--- config.mk ---
export PLATFORM = sky130hd
export DESIGN_NAME = accel_output_data_registers
export DESIGN_NICKNAME = d
export VERILOG_FILES = /design/src/core/accel_out_pkg.sv /design/src/core/accel_output_data_registers.sv
export SDC_FILE = /design/constraint.sdc
export NUM_CORES = 2
export LEC_CHECK = 0
export ABC_AREA = 1
export BUFFER_PORTS_ARGS = -buffer_cell sky130_fd_sc_hd__buf_2
export CORE_ASPECT_RATIO = 0.6
export CORE_MARGIN = 4
export CORE_UTILIZATION = 45
export CTS_CLUSTER_DIAMETER = 80
export CTS_CLUSTER_SIZE = 16
export DETAILED_ROUTE_END_ITERATION = 10
export PLACE_DENSITY_LB_ADDON = 0.1
export REMOVE_ABC_BUFFERS = 1
export SLEW_MARGIN = 20
export SYNTH_ARGS = -nofsm -noshare
export SYNTH_HDL_FRONTEND = slang
export SYNTH_SLANG_ARGS = --single-unit
--- constraint.sdc ---
create_clock -name core_clk -period 13.6 [get_ports core_clk]
set_input_delay 3.4 -clock core_clk [delete_from_list [all_inputs] [get_ports core_clk]]
set_output_delay 3.4 -clock core_clk [all_outputs]
set_load 0.005 [all_outputs]
--- src/core/accel_out_pkg.sv ---
package accel_out_pkg;

  // Register map of the output data group
  localparam logic [7:0] ADDR_TEMP = 8'h01;
  localparam logic [7:0] ADDR_MAG_LOW = 8'h02;
  localparam logic [7:0] ADDR_MAG_HIGH = 8'h03;
  localparam logic [7:0] ADDR_X_LOW = 8'h04;
  localparam logic [7:0] ADDR_X_HIGH = 8'h05;
  localparam logic [7:0] ADDR_Y_LOW = 8'h06;
  localparam logic [7:0] ADDR_Y_HIGH = 8'h07;
  localparam logic [7:0] ADDR_Z_LOW = 8'h08;
  localparam logic [7:0] ADDR_Z_HIGH = 8'h09;

  // Reset values
  localparam logic [7:0] TEMP_RESET = 8'h00;
  localparam logic [11:0] MAG_RESET = 12'h000;
  localparam logic [11:0] AXIS_RESET = 12'h000;
  localparam logic POLARITY_RESET = 1'b1;
  localparam logic DRIVER_RESET = 1'b0;
  localparam logic ROUTE_RESET = 1'b0;

  // Conversion channels in acquisition order
  localparam logic [1:0] CHAN_TEMP = 2'h0;
  localparam logic [1:0] CHAN_Z = 2'h3;
  localparam int ROOT_STEPS = 12;

  // Timing
  localparam int CLK_PERIOD_NS = 100;
  localparam int CONV_GAP_NS = 40000;
  localparam int CONV_GAP_CYCLES = CONV_GAP_NS / CLK_PERIOD_NS;
  localparam int BOOT_SHORT_NS = 10000;
  localparam int BOOT_SHORT_CYCLES = (BOOT_SHORT_NS + CLK_PERIOD_NS - 1) / CLK_PERIOD_NS;
  localparam int BOOT_LONG_NS = 1000000;
  localparam int BOOT_LONG_CYCLES = (BOOT_LONG_NS + CLK_PERIOD_NS - 1) / CLK_PERIOD_NS;

  typedef enum logic [1:0] {CONV_IDLE, CONV_RUN, CONV_ROOT, CONV_LATCH} conv_state_type;
  typedef enum logic {PULSE_IDLE, PULSE_ACTIVE} pulse_state_type;

endpackage

--- src/core/accel_output_data_registers.sv ---
`timescale 1ns/10ps
module accel_output_data_registers #(
  parameter int BOOT_LONG_CYCLES = accel_out_pkg::BOOT_LONG_CYCLES
) (
  input wire logic core_clk,
  input wire logic rst_n,
  input wire logic boot_strap_select,
  input wire logic boot_finish,
  input wire logic soft_reset,
  input wire logic hibernate_exit,
  input wire logic boot_irq_enable,
  input wire logic setup_write,
  input wire logic setup_polarity,
  input wire logic setup_driver,
  input wire logic setup_route,
  input wire logic byte_order_select,
  input wire logic fast_read_select,
  input wire logic magnitude_enable,
  input wire logic odr_tick,
  output logic adc_start,
  output logic [1:0] adc_channel,
  input wire logic adc_done,
  input wire logic [11:0] adc_result,
  input wire logic reg_rd,
  input wire logic reg_wr,
  input wire logic reg_first,
  input wire logic [7:0] reg_addr,
  input wire logic [7:0] reg_wdata,
  output logic [7:0] reg_rdata,
  output logic reg_ack,
  output logic reg_refused,
  output logic boot_done_flag,
  output logic sample_ready_flag,
  output logic irq_polarity,
  output logic irq_driver_type,
  output logic boot_route_second,
  output logic first_irq_pin_o,
  output logic first_irq_pin_oe,
  output logic second_irq_pin_o,
  output logic second_irq_pin_oe
);

  // One axis byte as seen at its low or high address
  function automatic logic [7:0] axis_byte(input logic [11:0] v, input logic high,
                                           input logic big, input logic fast);
    if (!high && (big || fast))
    begin
      axis_byte = v[11:4];
    end
    else if (!high)
    begin
      axis_byte = v[7:0];
    end
    else if (big)
    begin
      axis_byte = {v[3:0], 4'h0};
    end
    else
    begin
      axis_byte = {{4{v[11]}}, v[11:8]};
    end
  endfunction

  // Level and enable of an interrupt pin
  function automatic logic [1:0] pin_drive(input logic active, input logic pol,
                                           input logic od);
    logic lvl;
    lvl = active ? pol : ~pol;
    if (od)
    begin
      pin_drive = {1'b0, ~lvl};
    end
    else
    begin
      pin_drive = {lvl, 1'b1};
    end
  endfunction

  logic strap_s1_q;
  logic strap_s2_q;
  logic boot_done_q;
  logic ready_q;
  logic pol_q;
  logic drv_q;
  logic route_q;
  accel_out_pkg::conv_state_type conv_q;
  logic [1:0] chan_q;
  logic [8:0] gap_q;
  logic got_q;
  logic [7:0] temp_buf_q;
  logic [11:0] x_buf_q;
  logic [11:0] y_buf_q;
  logic [11:0] z_buf_q;
  logic signed [23:0] x_wide;
  logic signed [23:0] y_wide;
  logic signed [23:0] z_wide;
  logic [11:0] root_q;
  logic [3:0] step_q;
  logic [7:0] temp_q;
  logic [11:0] mag_q;
  logic [11:0] x_q;
  logic [11:0] y_q;
  logic [11:0] z_q;
  logic [7:0] ptr_q;
  logic [7:0] rdata_q;
  logic ack_q;
  logic refused_q;
  accel_out_pkg::pulse_state_type pulse_q;
  logic [13:0] pulse_cnt_q;
  logic pulse_second_q;
  logic pulse_pol_q;
  logic pulse_od_q;
  logic [1:0] pin1_q;
  logic [1:0] pin2_q;
  logic start_q;

  logic access;
  logic [7:0] addr_use;
  logic [7:0] addr_next;
  logic [7:0] read_byte;
  logic clears_ready;
  logic latch_now;
  logic [23:0] sum_sq;
  logic [11:0] trial;
  logic [23:0] trial_sq;
  logic [1:0] drive1;
  logic [1:0] drive2;

  assign access = reg_rd || reg_wr;
  assign addr_use = reg_first ? reg_addr : ptr_q;
  assign latch_now = (conv_q == accel_out_pkg::CONV_LATCH);

  // Strap pin is asynchronous to the core clock
  always_ff @(posedge core_clk)
  begin
    if (!rst_n)
    begin
      strap_s1_q <= 1'b0;
      strap_s2_q <= 1'b0;
    end
    else
    begin
      strap_s1_q <= boot_strap_select;
      strap_s2_q <= strap_s1_q;
    end
  end

  // Boot done: set wins over a clear in the same cycle
  always_ff @(posedge core_clk)
  begin
    if (!rst_n)
    begin
      boot_done_q <= 1'b0;
    end
    else if (boot_finish)
    begin
      boot_done_q <= 1'b1;
    end
    else if (soft_reset || hibernate_exit)
    begin
      boot_done_q <= 1'b0;
    end
  end

  // Pin setup survives soft reset; writes only land after boot
  always_ff @(posedge core_clk)
  begin
    if (!rst_n)
    begin
      pol_q <= accel_out_pkg::POLARITY_RESET;
      drv_q <= accel_out_pkg::DRIVER_RESET;
      route_q <= accel_out_pkg::ROUTE_RESET;
    end
    else if (hibernate_exit)
    begin
      pol_q <= accel_out_pkg::POLARITY_RESET;
      drv_q <= accel_out_pkg::DRIVER_RESET;
      route_q <= accel_out_pkg::ROUTE_RESET;
    end
    else if (setup_write && boot_done_q)
    begin
      pol_q <= setup_polarity;
      drv_q <= setup_driver;
      route_q <= setup_route;
    end
  end

  // Sum of squares of the buffered axes, widened first so no product is cut
  always_comb
  begin
    x_wide = 24'($signed(x_buf_q));
    y_wide = 24'($signed(y_buf_q));
    z_wide = 24'($signed(z_buf_q));
    sum_sq = 24'(x_wide * x_wide) + 24'(y_wide * y_wide) + 24'(z_wide * z_wide);
    trial = root_q | (12'h800 >> step_q);
    trial_sq = 24'(trial) * 24'(trial);
  end

  // Acquisition sequencer, temperature then X, Y, Z
  always_ff @(posedge core_clk)
  begin
    if (!rst_n)
    begin
      conv_q <= accel_out_pkg::CONV_IDLE;
      chan_q <= accel_out_pkg::CHAN_TEMP;
      gap_q <= 9'h000;
      got_q <= 1'b0;
      start_q <= 1'b0;
      step_q <= 4'h0;
      root_q <= 12'h000;
    end
    else
    begin
      start_q <= 1'b0;
      unique case (conv_q)
        accel_out_pkg::CONV_IDLE:
        begin
          if (odr_tick && boot_done_q)
          begin
            conv_q <= accel_out_pkg::CONV_RUN;
            chan_q <= accel_out_pkg::CHAN_TEMP;
            gap_q <= 9'h000;
            got_q <= 1'b0;
            start_q <= 1'b1;
          end
        end
        accel_out_pkg::CONV_RUN:
        begin
          if (32'(gap_q) < accel_out_pkg::CONV_GAP_CYCLES - 1)
          begin
            gap_q <= gap_q + 9'h001;
          end
          if (adc_done)
          begin
            got_q <= 1'b1;
          end
          if ((got_q || adc_done) && 32'(gap_q) >= accel_out_pkg::CONV_GAP_CYCLES - 1)
          begin
            got_q <= 1'b0;
            gap_q <= 9'h000;
            if (chan_q == accel_out_pkg::CHAN_Z)
            begin
              step_q <= 4'h0;
              root_q <= 12'h000;
              conv_q <= magnitude_enable ? accel_out_pkg::CONV_ROOT
                                         : accel_out_pkg::CONV_LATCH;
            end
            else
            begin
              chan_q <= chan_q + 2'h1;
              start_q <= 1'b1;
            end
          end
        end
        accel_out_pkg::CONV_ROOT:
        begin
          // Buffers hold still during the search; Z may land on the last run edge
          if (trial_sq <= sum_sq)
          begin
            root_q <= trial;
          end
          step_q <= step_q + 4'h1;
          if (32'(step_q) == accel_out_pkg::ROOT_STEPS - 1)
          begin
            conv_q <= accel_out_pkg::CONV_LATCH;
          end
        end
        accel_out_pkg::CONV_LATCH:
        begin
          conv_q <= accel_out_pkg::CONV_IDLE;
        end
      endcase
    end
  end

  // Channel buffers fill as each conversion ends
  always_ff @(posedge core_clk)
  begin
    if (!rst_n)
    begin
      temp_buf_q <= accel_out_pkg::TEMP_RESET;
      x_buf_q <= accel_out_pkg::AXIS_RESET;
      y_buf_q <= accel_out_pkg::AXIS_RESET;
      z_buf_q <= accel_out_pkg::AXIS_RESET;
    end
    else if (conv_q == accel_out_pkg::CONV_RUN && adc_done)
    begin
      unique case (chan_q)
        2'h0: temp_buf_q <= adc_result[7:0];
        2'h1: x_buf_q <= adc_result;
        2'h2: y_buf_q <= adc_result;
        2'h3: z_buf_q <= adc_result;
      endcase
    end
  end

  // Output registers load in one cycle; mag_q loads only when magnitude_enable is set
  always_ff @(posedge core_clk)
  begin
    if (!rst_n)
    begin
      temp_q <= accel_out_pkg::TEMP_RESET;
      mag_q <= accel_out_pkg::MAG_RESET;
      x_q <= accel_out_pkg::AXIS_RESET;
      y_q <= accel_out_pkg::AXIS_RESET;
      z_q <= accel_out_pkg::AXIS_RESET;
    end
    else if (latch_now)
    begin
      temp_q <= temp_buf_q;
      x_q <= x_buf_q;
      y_q <= y_buf_q;
      z_q <= z_buf_q;
      if (magnitude_enable)
      begin
        mag_q <= root_q;
      end
    end
  end

  // Read data decode
  always_comb
  begin
    read_byte = 8'h00;
    clears_ready = 1'b0;
    unique case (addr_use)
      accel_out_pkg::ADDR_TEMP: read_byte = temp_q;
      accel_out_pkg::ADDR_MAG_LOW:
      begin
        read_byte = byte_order_select ? mag_q[11:4] : mag_q[7:0];
        clears_ready = 1'b1;
      end
      accel_out_pkg::ADDR_MAG_HIGH:
      begin
        read_byte = byte_order_select ? {mag_q[3:0], 4'h0} : {4'h0, mag_q[11:8]};
        clears_ready = 1'b1;
      end
      accel_out_pkg::ADDR_X_LOW, accel_out_pkg::ADDR_X_HIGH:
      begin
        read_byte = axis_byte(x_q, addr_use[0], byte_order_select, fast_read_select);
        clears_ready = 1'b1;
      end
      accel_out_pkg::ADDR_Y_LOW, accel_out_pkg::ADDR_Y_HIGH:
      begin
        read_byte = axis_byte(y_q, addr_use[0], byte_order_select, fast_read_select);
        clears_ready = 1'b1;
      end
      accel_out_pkg::ADDR_Z_LOW, accel_out_pkg::ADDR_Z_HIGH:
      begin
        read_byte = axis_byte(z_q, addr_use[0], byte_order_select, fast_read_select);
        clears_ready = 1'b1;
      end
      default: read_byte = 8'h00;
    endcase
    if (fast_read_select && addr_use >= accel_out_pkg::ADDR_X_LOW
        && addr_use <= accel_out_pkg::ADDR_Z_HIGH)
    begin
      addr_next = addr_use + 8'h02;
    end
    else
    begin
      addr_next = addr_use + 8'h01;
    end
  end

  // Host port: one answer per access, refused before boot
  always_ff @(posedge core_clk)
  begin
    if (!rst_n)
    begin
      ptr_q <= 8'h00;
      rdata_q <= 8'h00;
      ack_q <= 1'b0;
      refused_q <= 1'b0;
    end
    else
    begin
      ack_q <= access && boot_done_q;
      refused_q <= access && !boot_done_q;
      if (access && boot_done_q)
      begin
        ptr_q <= addr_next;
        rdata_q <= reg_rd ? read_byte : 8'h00;
      end
    end
  end

  // Sample ready: new sample wins over a clearing read
  always_ff @(posedge core_clk)
  begin
    if (!rst_n)
    begin
      ready_q <= 1'b0;
    end
    else if (latch_now)
    begin
      ready_q <= 1'b1;
    end
    else if (reg_rd && boot_done_q && clears_ready)
    begin
      ready_q <= 1'b0;
    end
  end

  // Boot pulse generator
  always_ff @(posedge core_clk)
  begin
    if (!rst_n)
    begin
      pulse_q <= accel_out_pkg::PULSE_IDLE;
      pulse_cnt_q <= 14'h0000;
      pulse_second_q <= 1'b0;
      pulse_pol_q <= accel_out_pkg::POLARITY_RESET;
      pulse_od_q <= accel_out_pkg::DRIVER_RESET;
    end
    else
    begin
      unique case (pulse_q)
        accel_out_pkg::PULSE_IDLE:
        begin
          if (boot_finish && !boot_done_q && strap_s2_q)
          begin
            pulse_q <= accel_out_pkg::PULSE_ACTIVE;
            pulse_cnt_q <= 14'(BOOT_LONG_CYCLES - 1);
            pulse_second_q <= 1'b1;
            pulse_pol_q <= 1'b0;
            pulse_od_q <= 1'b1;
          end
          else if (boot_finish && !boot_done_q && boot_irq_enable)
          begin
            pulse_q <= accel_out_pkg::PULSE_ACTIVE;
            pulse_cnt_q <= 14'(accel_out_pkg::BOOT_SHORT_CYCLES - 1);
            pulse_second_q <= route_q;
            pulse_pol_q <= pol_q;
            pulse_od_q <= drv_q;
          end
        end
        accel_out_pkg::PULSE_ACTIVE:
        begin
          if (pulse_cnt_q == 14'h0000)
          begin
            pulse_q <= accel_out_pkg::PULSE_IDLE;
          end
          else
          begin
            pulse_cnt_q <= pulse_cnt_q - 14'h0001;
          end
        end
      endcase
    end
  end

  // Pin levels; open-drain pins only pull low
  always_comb
  begin
    drive1 = pin_drive(pulse_q == accel_out_pkg::PULSE_ACTIVE && !pulse_second_q,
                       pol_q, drv_q);
    drive2 = pin_drive(pulse_q == accel_out_pkg::PULSE_ACTIVE && pulse_second_q,
                       pol_q, drv_q);
    if (pulse_q == accel_out_pkg::PULSE_ACTIVE)
    begin
      drive1 = pin_drive(!pulse_second_q, pulse_pol_q, pulse_od_q);
      drive2 = pin_drive(pulse_second_q, pulse_pol_q, pulse_od_q);
      if (pulse_second_q)
      begin
        drive1 = pin_drive(1'b0, pol_q, drv_q);
      end
    end
  end

  always_ff @(posedge core_clk)
  begin
    if (!rst_n)
    begin
      pin1_q <= 2'h0;
      pin2_q <= 2'h0;
    end
    else
    begin
      pin1_q <= drive1;
      pin2_q <= drive2;
    end
  end

  assign adc_start = start_q;
  assign adc_channel = chan_q;
  assign reg_rdata = rdata_q;
  assign reg_ack = ack_q;
  assign reg_refused = refused_q;
  assign boot_done_flag = boot_done_q;
  assign sample_ready_flag = ready_q;
  assign irq_polarity = pol_q;
  assign irq_driver_type = drv_q;
  assign boot_route_second = route_q;
  assign first_irq_pin_o = pin1_q[1];
  assign first_irq_pin_oe = pin1_q[0];
  assign second_irq_pin_o = pin2_q[1];
  assign second_irq_pin_oe = pin2_q[0];

endmodule

==> metrics.md <==
| Metric | Value |
|---|---|
| Status | `complete, no violations` |
| Post-CTS Hold Buffers | `0` |
| GPL Wtd Cong | `0.9059` |
| Drt pass-1 iters | `5` |
| Rel. slew slack | `36.10%` |
| Post-route setup TNS | `0 ns` |
| Hold WC Path Type | `reg -> reg` |
| Htree depth | `4` |
| Total power | `2.027 mW` |
| Crit path max fanout | `24` |
| Vias in the first global route | `22.17k` |
| Worst vdd ir | `0.08629 mV` |
| Clock period minus worst slack | `9.532 ns` |
| Startpoint type of the worst setup path | `register` |
| Post-cts repair resize count | `0` |
| Port bufs | `60` |
| Post-Synthesis Cells | `3552` |
| Die Y | `202.1 um` |
| Worst Path Required | `13.95 ns` |
| Most common library cell in the layout ignoring fill and taps | `inv_1` |
| Mux cell area share after synthesis | `0%` |
| DIE WIDTH | `331.4 um` |
| Adder-cell share of the synthesized area | `46.85%` |
| Clk Latency, worst-skew pair | `0.46 ns` |
| Yosys top cell area share | `36.57%` |
| Post-Synth XOR/XNOR Area | `2.326%` |
| Fin crit share | `70.09%` |
| Setup CP Type | `reg -> reg` |
| Clk_skew | `0.01443 ns` |
| Post-synth EDFFs | `0` |
| Slowest CP cell | `fa_1` |
| Worst Tran Pin Value | `0.9558 ns` |
| Max frequency | `0.1049 GHz` |
| Sink Count | `178` |
| CTS tree | `done` |
| CTS Buffer Depth | `2` |
| Setup Fix Bufs, Post-CTS | `0` |
| Remaining DRCs | `0` |
| Cell mode on critical path | `fa_1` |
| Largest net degree at the start of global routing | `91` |
| Crit path DAT | `9.88 ns` |
| Iteration-0 DRC count of the detailed router | `1925` |
| Avg WL per Cell | `18.07 um` |
| Largest cells by area after synthesis | `fa_1 (37%), inv_1 (13%), dfxtp_1 (13%), ha_1 (10%), nand2_1 (8.7%)` |
| Async SR Flop Fraction | `0%` |
| Clock-pin slew on the worst setup and hold paths | `0.08 ns` |
| Layout cells sized above 1 | `4.431%` |
| GRT Total Usage | `24.40%` |
| P_leak | `16.19 nW` |
| Global-route wire length before repair | `128.6 mm` |
| Worst Setup End Kind | `register` |
| Commonest cells after routing, fill and taps aside | `inv_1 (956), nand2_1 (655), fa_1 (516)` |
| Synth Area in Compound Gates | `8.834%` |
| Power per cell area | `68.11 mW/mm2` |
| Total grt overflow | `0` |
| Post-Syn Area | `0.02824 mm2` |
| Die footprint | `0.06697 mm2` |
| Clock buffer count from CTS | `17` |
| Placeable Area | `0.06148 mm2` |
| Cell taking the most area after synthesis | `fa_1` |
| Vias | `21.80k` |
| Count of cell types in the netlist | `51` |
| Post-synthesis simple-gate area fraction | `14.72%` |
| Final #Nets | `4325` |
| Ant diodes | `0` |
| Max incr delay on CP | `0.90 ns` |
| RSZ-0062 raised after global routing | `false` |
| Vias per cell | `4.987` |
| Syn_area_per_cell | `7.951 um2` |
| Antenna Nets Post-Route | `0` |
| Yosys Warn Count | `0` |
| Fin. Hold Viols | `0` |
| DP HPWL | `67.38 mm` |
| Register-to-register path setup slack | `4.07 ns` |
| Final WL | `78.97 mm` |
| Largest family of logic cells by synthesized area | `adder cells` |
| Initial antenna violation count | `1` |
| Primary FF master, synth | `dfxtp_1` |
| Root Driver | `clkbuf_16` |
| FP Rows | `70` |
| Initial Utilization | `45.94%` |
| Setup violations, final | `0` |
| Seq/Total Area, Yosys | `12.62%` |
| Yosys reg bits | `178` |
| Total of max-cap violations | `0` |
| Max-slew violations | `0` |
| # IOs | `69` |
| Area grow syn2layout | `5.365%` |
[layout make-up]
type | instances | area (um2)
Clock buffer | 18 | 439.2
Clock inverter | 14 | 150.1
Fill cell | 6100 | 31730
Tap cell | 828 | 1036
Sequential cell | 178 | 3563
Multi-Input combinational cell | 2292 | 20550
Inverter | 974 | 3666
Timing Repair Buffer | 67 | 355.3
[final timing paths]
kind | endpoint | depth (start not counted) | startpoint
worst max-delay path | root_q[6] | 32 | y_buf_q[11]
worst min-delay path | strap_s2_q | 2 | strap_s1_q
worst max register to register | root_q[6] | 32 | y_buf_q[11]
worst min register to register | strap_s2_q | 2 | strap_s1_q
[cell usage after synthesis, drive strengths merged, types with 4 or more instances]
cell type    n
nand2      667
nor3        25
ha         232
inv        967
buf         15
clkbuf      93
fa         516
o211ai       8
nand4       19
dfxtp      178
a21oi      233
clkinv       7
o31ai        4
or2          5
a21o         9
a31oi        8
nor2       178
xor2        45
nand3b       7
o21bai       5
xnor2       30
nand3       94
o21ai      190
[state kept, by name (all words and copies together), names as in the netlist, 4 cells and up]
register	cells
root_q	12
step_q	4
gap_q	9
pulse_cnt_q	14
y_buf_q	12
ptr_q	8
mag_q	12
z_buf_q	12
z_q	12
x_buf_q	12
temp_buf_q	8
temp_q	8
reg_rdata	8
x_q	12
y_q	12
[critical path: cells and delay by family, from the launching register on]
family,cells,cell delay [ns]
fa+ha+maj,10,5.18
simple gates,13,2.39
flops,1,0.72
buf+inv,7,0.63
compound gates,2,0.50
[power breakdown]
part           internal (mW)  total, mW  switching (mW)
registers              0.573      0.619          0.0468
logic                  0.318      0.894           0.576
clock network          0.278      0.513           0.235
[per-layer routing]
metal  up-vias  GRT usage [%]  share of wire (%)
met4         0          2.038               0.49
met5         -              0                  0
met1     10593          40.06                 52
li1      10503              -                  -
met3        34          7.811                 10
met2       666          31.63                 37
[through the flow]
| step | std cells | cell area (um2) | hold WS [ns] | utilization [%] | worst slack, ns |
|---|---|---|---|---|---|
| detailed placement | 4339 | 29170 | 0.3994 | 47.44 | 4.101 |
| global route | 4371 | 29760 | 0.4647 | 48.40 | 3.282 |
| CTS | 4371 | 29760 | 0.4175 | 48.40 | 4.033 |
| global placement | 4339 | 29170 | 0.3929 | 47.44 | 4.167 |
| finish | 4371 | 29760 | 0.4171 | 48.40 | 4.068 |
| floorplan | 3444 | 27780 | 0.3900 | - | 5.864 |
[kinds of logic after synthesis]
logic type,count (synthesis)
and+or+nand+nor,1001
buffers and inverters,1082
xor gates and xnor gates,75
DFF,178
adders and majority gates,748
AOI/OAI and AO/OA,467
other,1
Note: power is estimated with default switching activity, not from simulation.
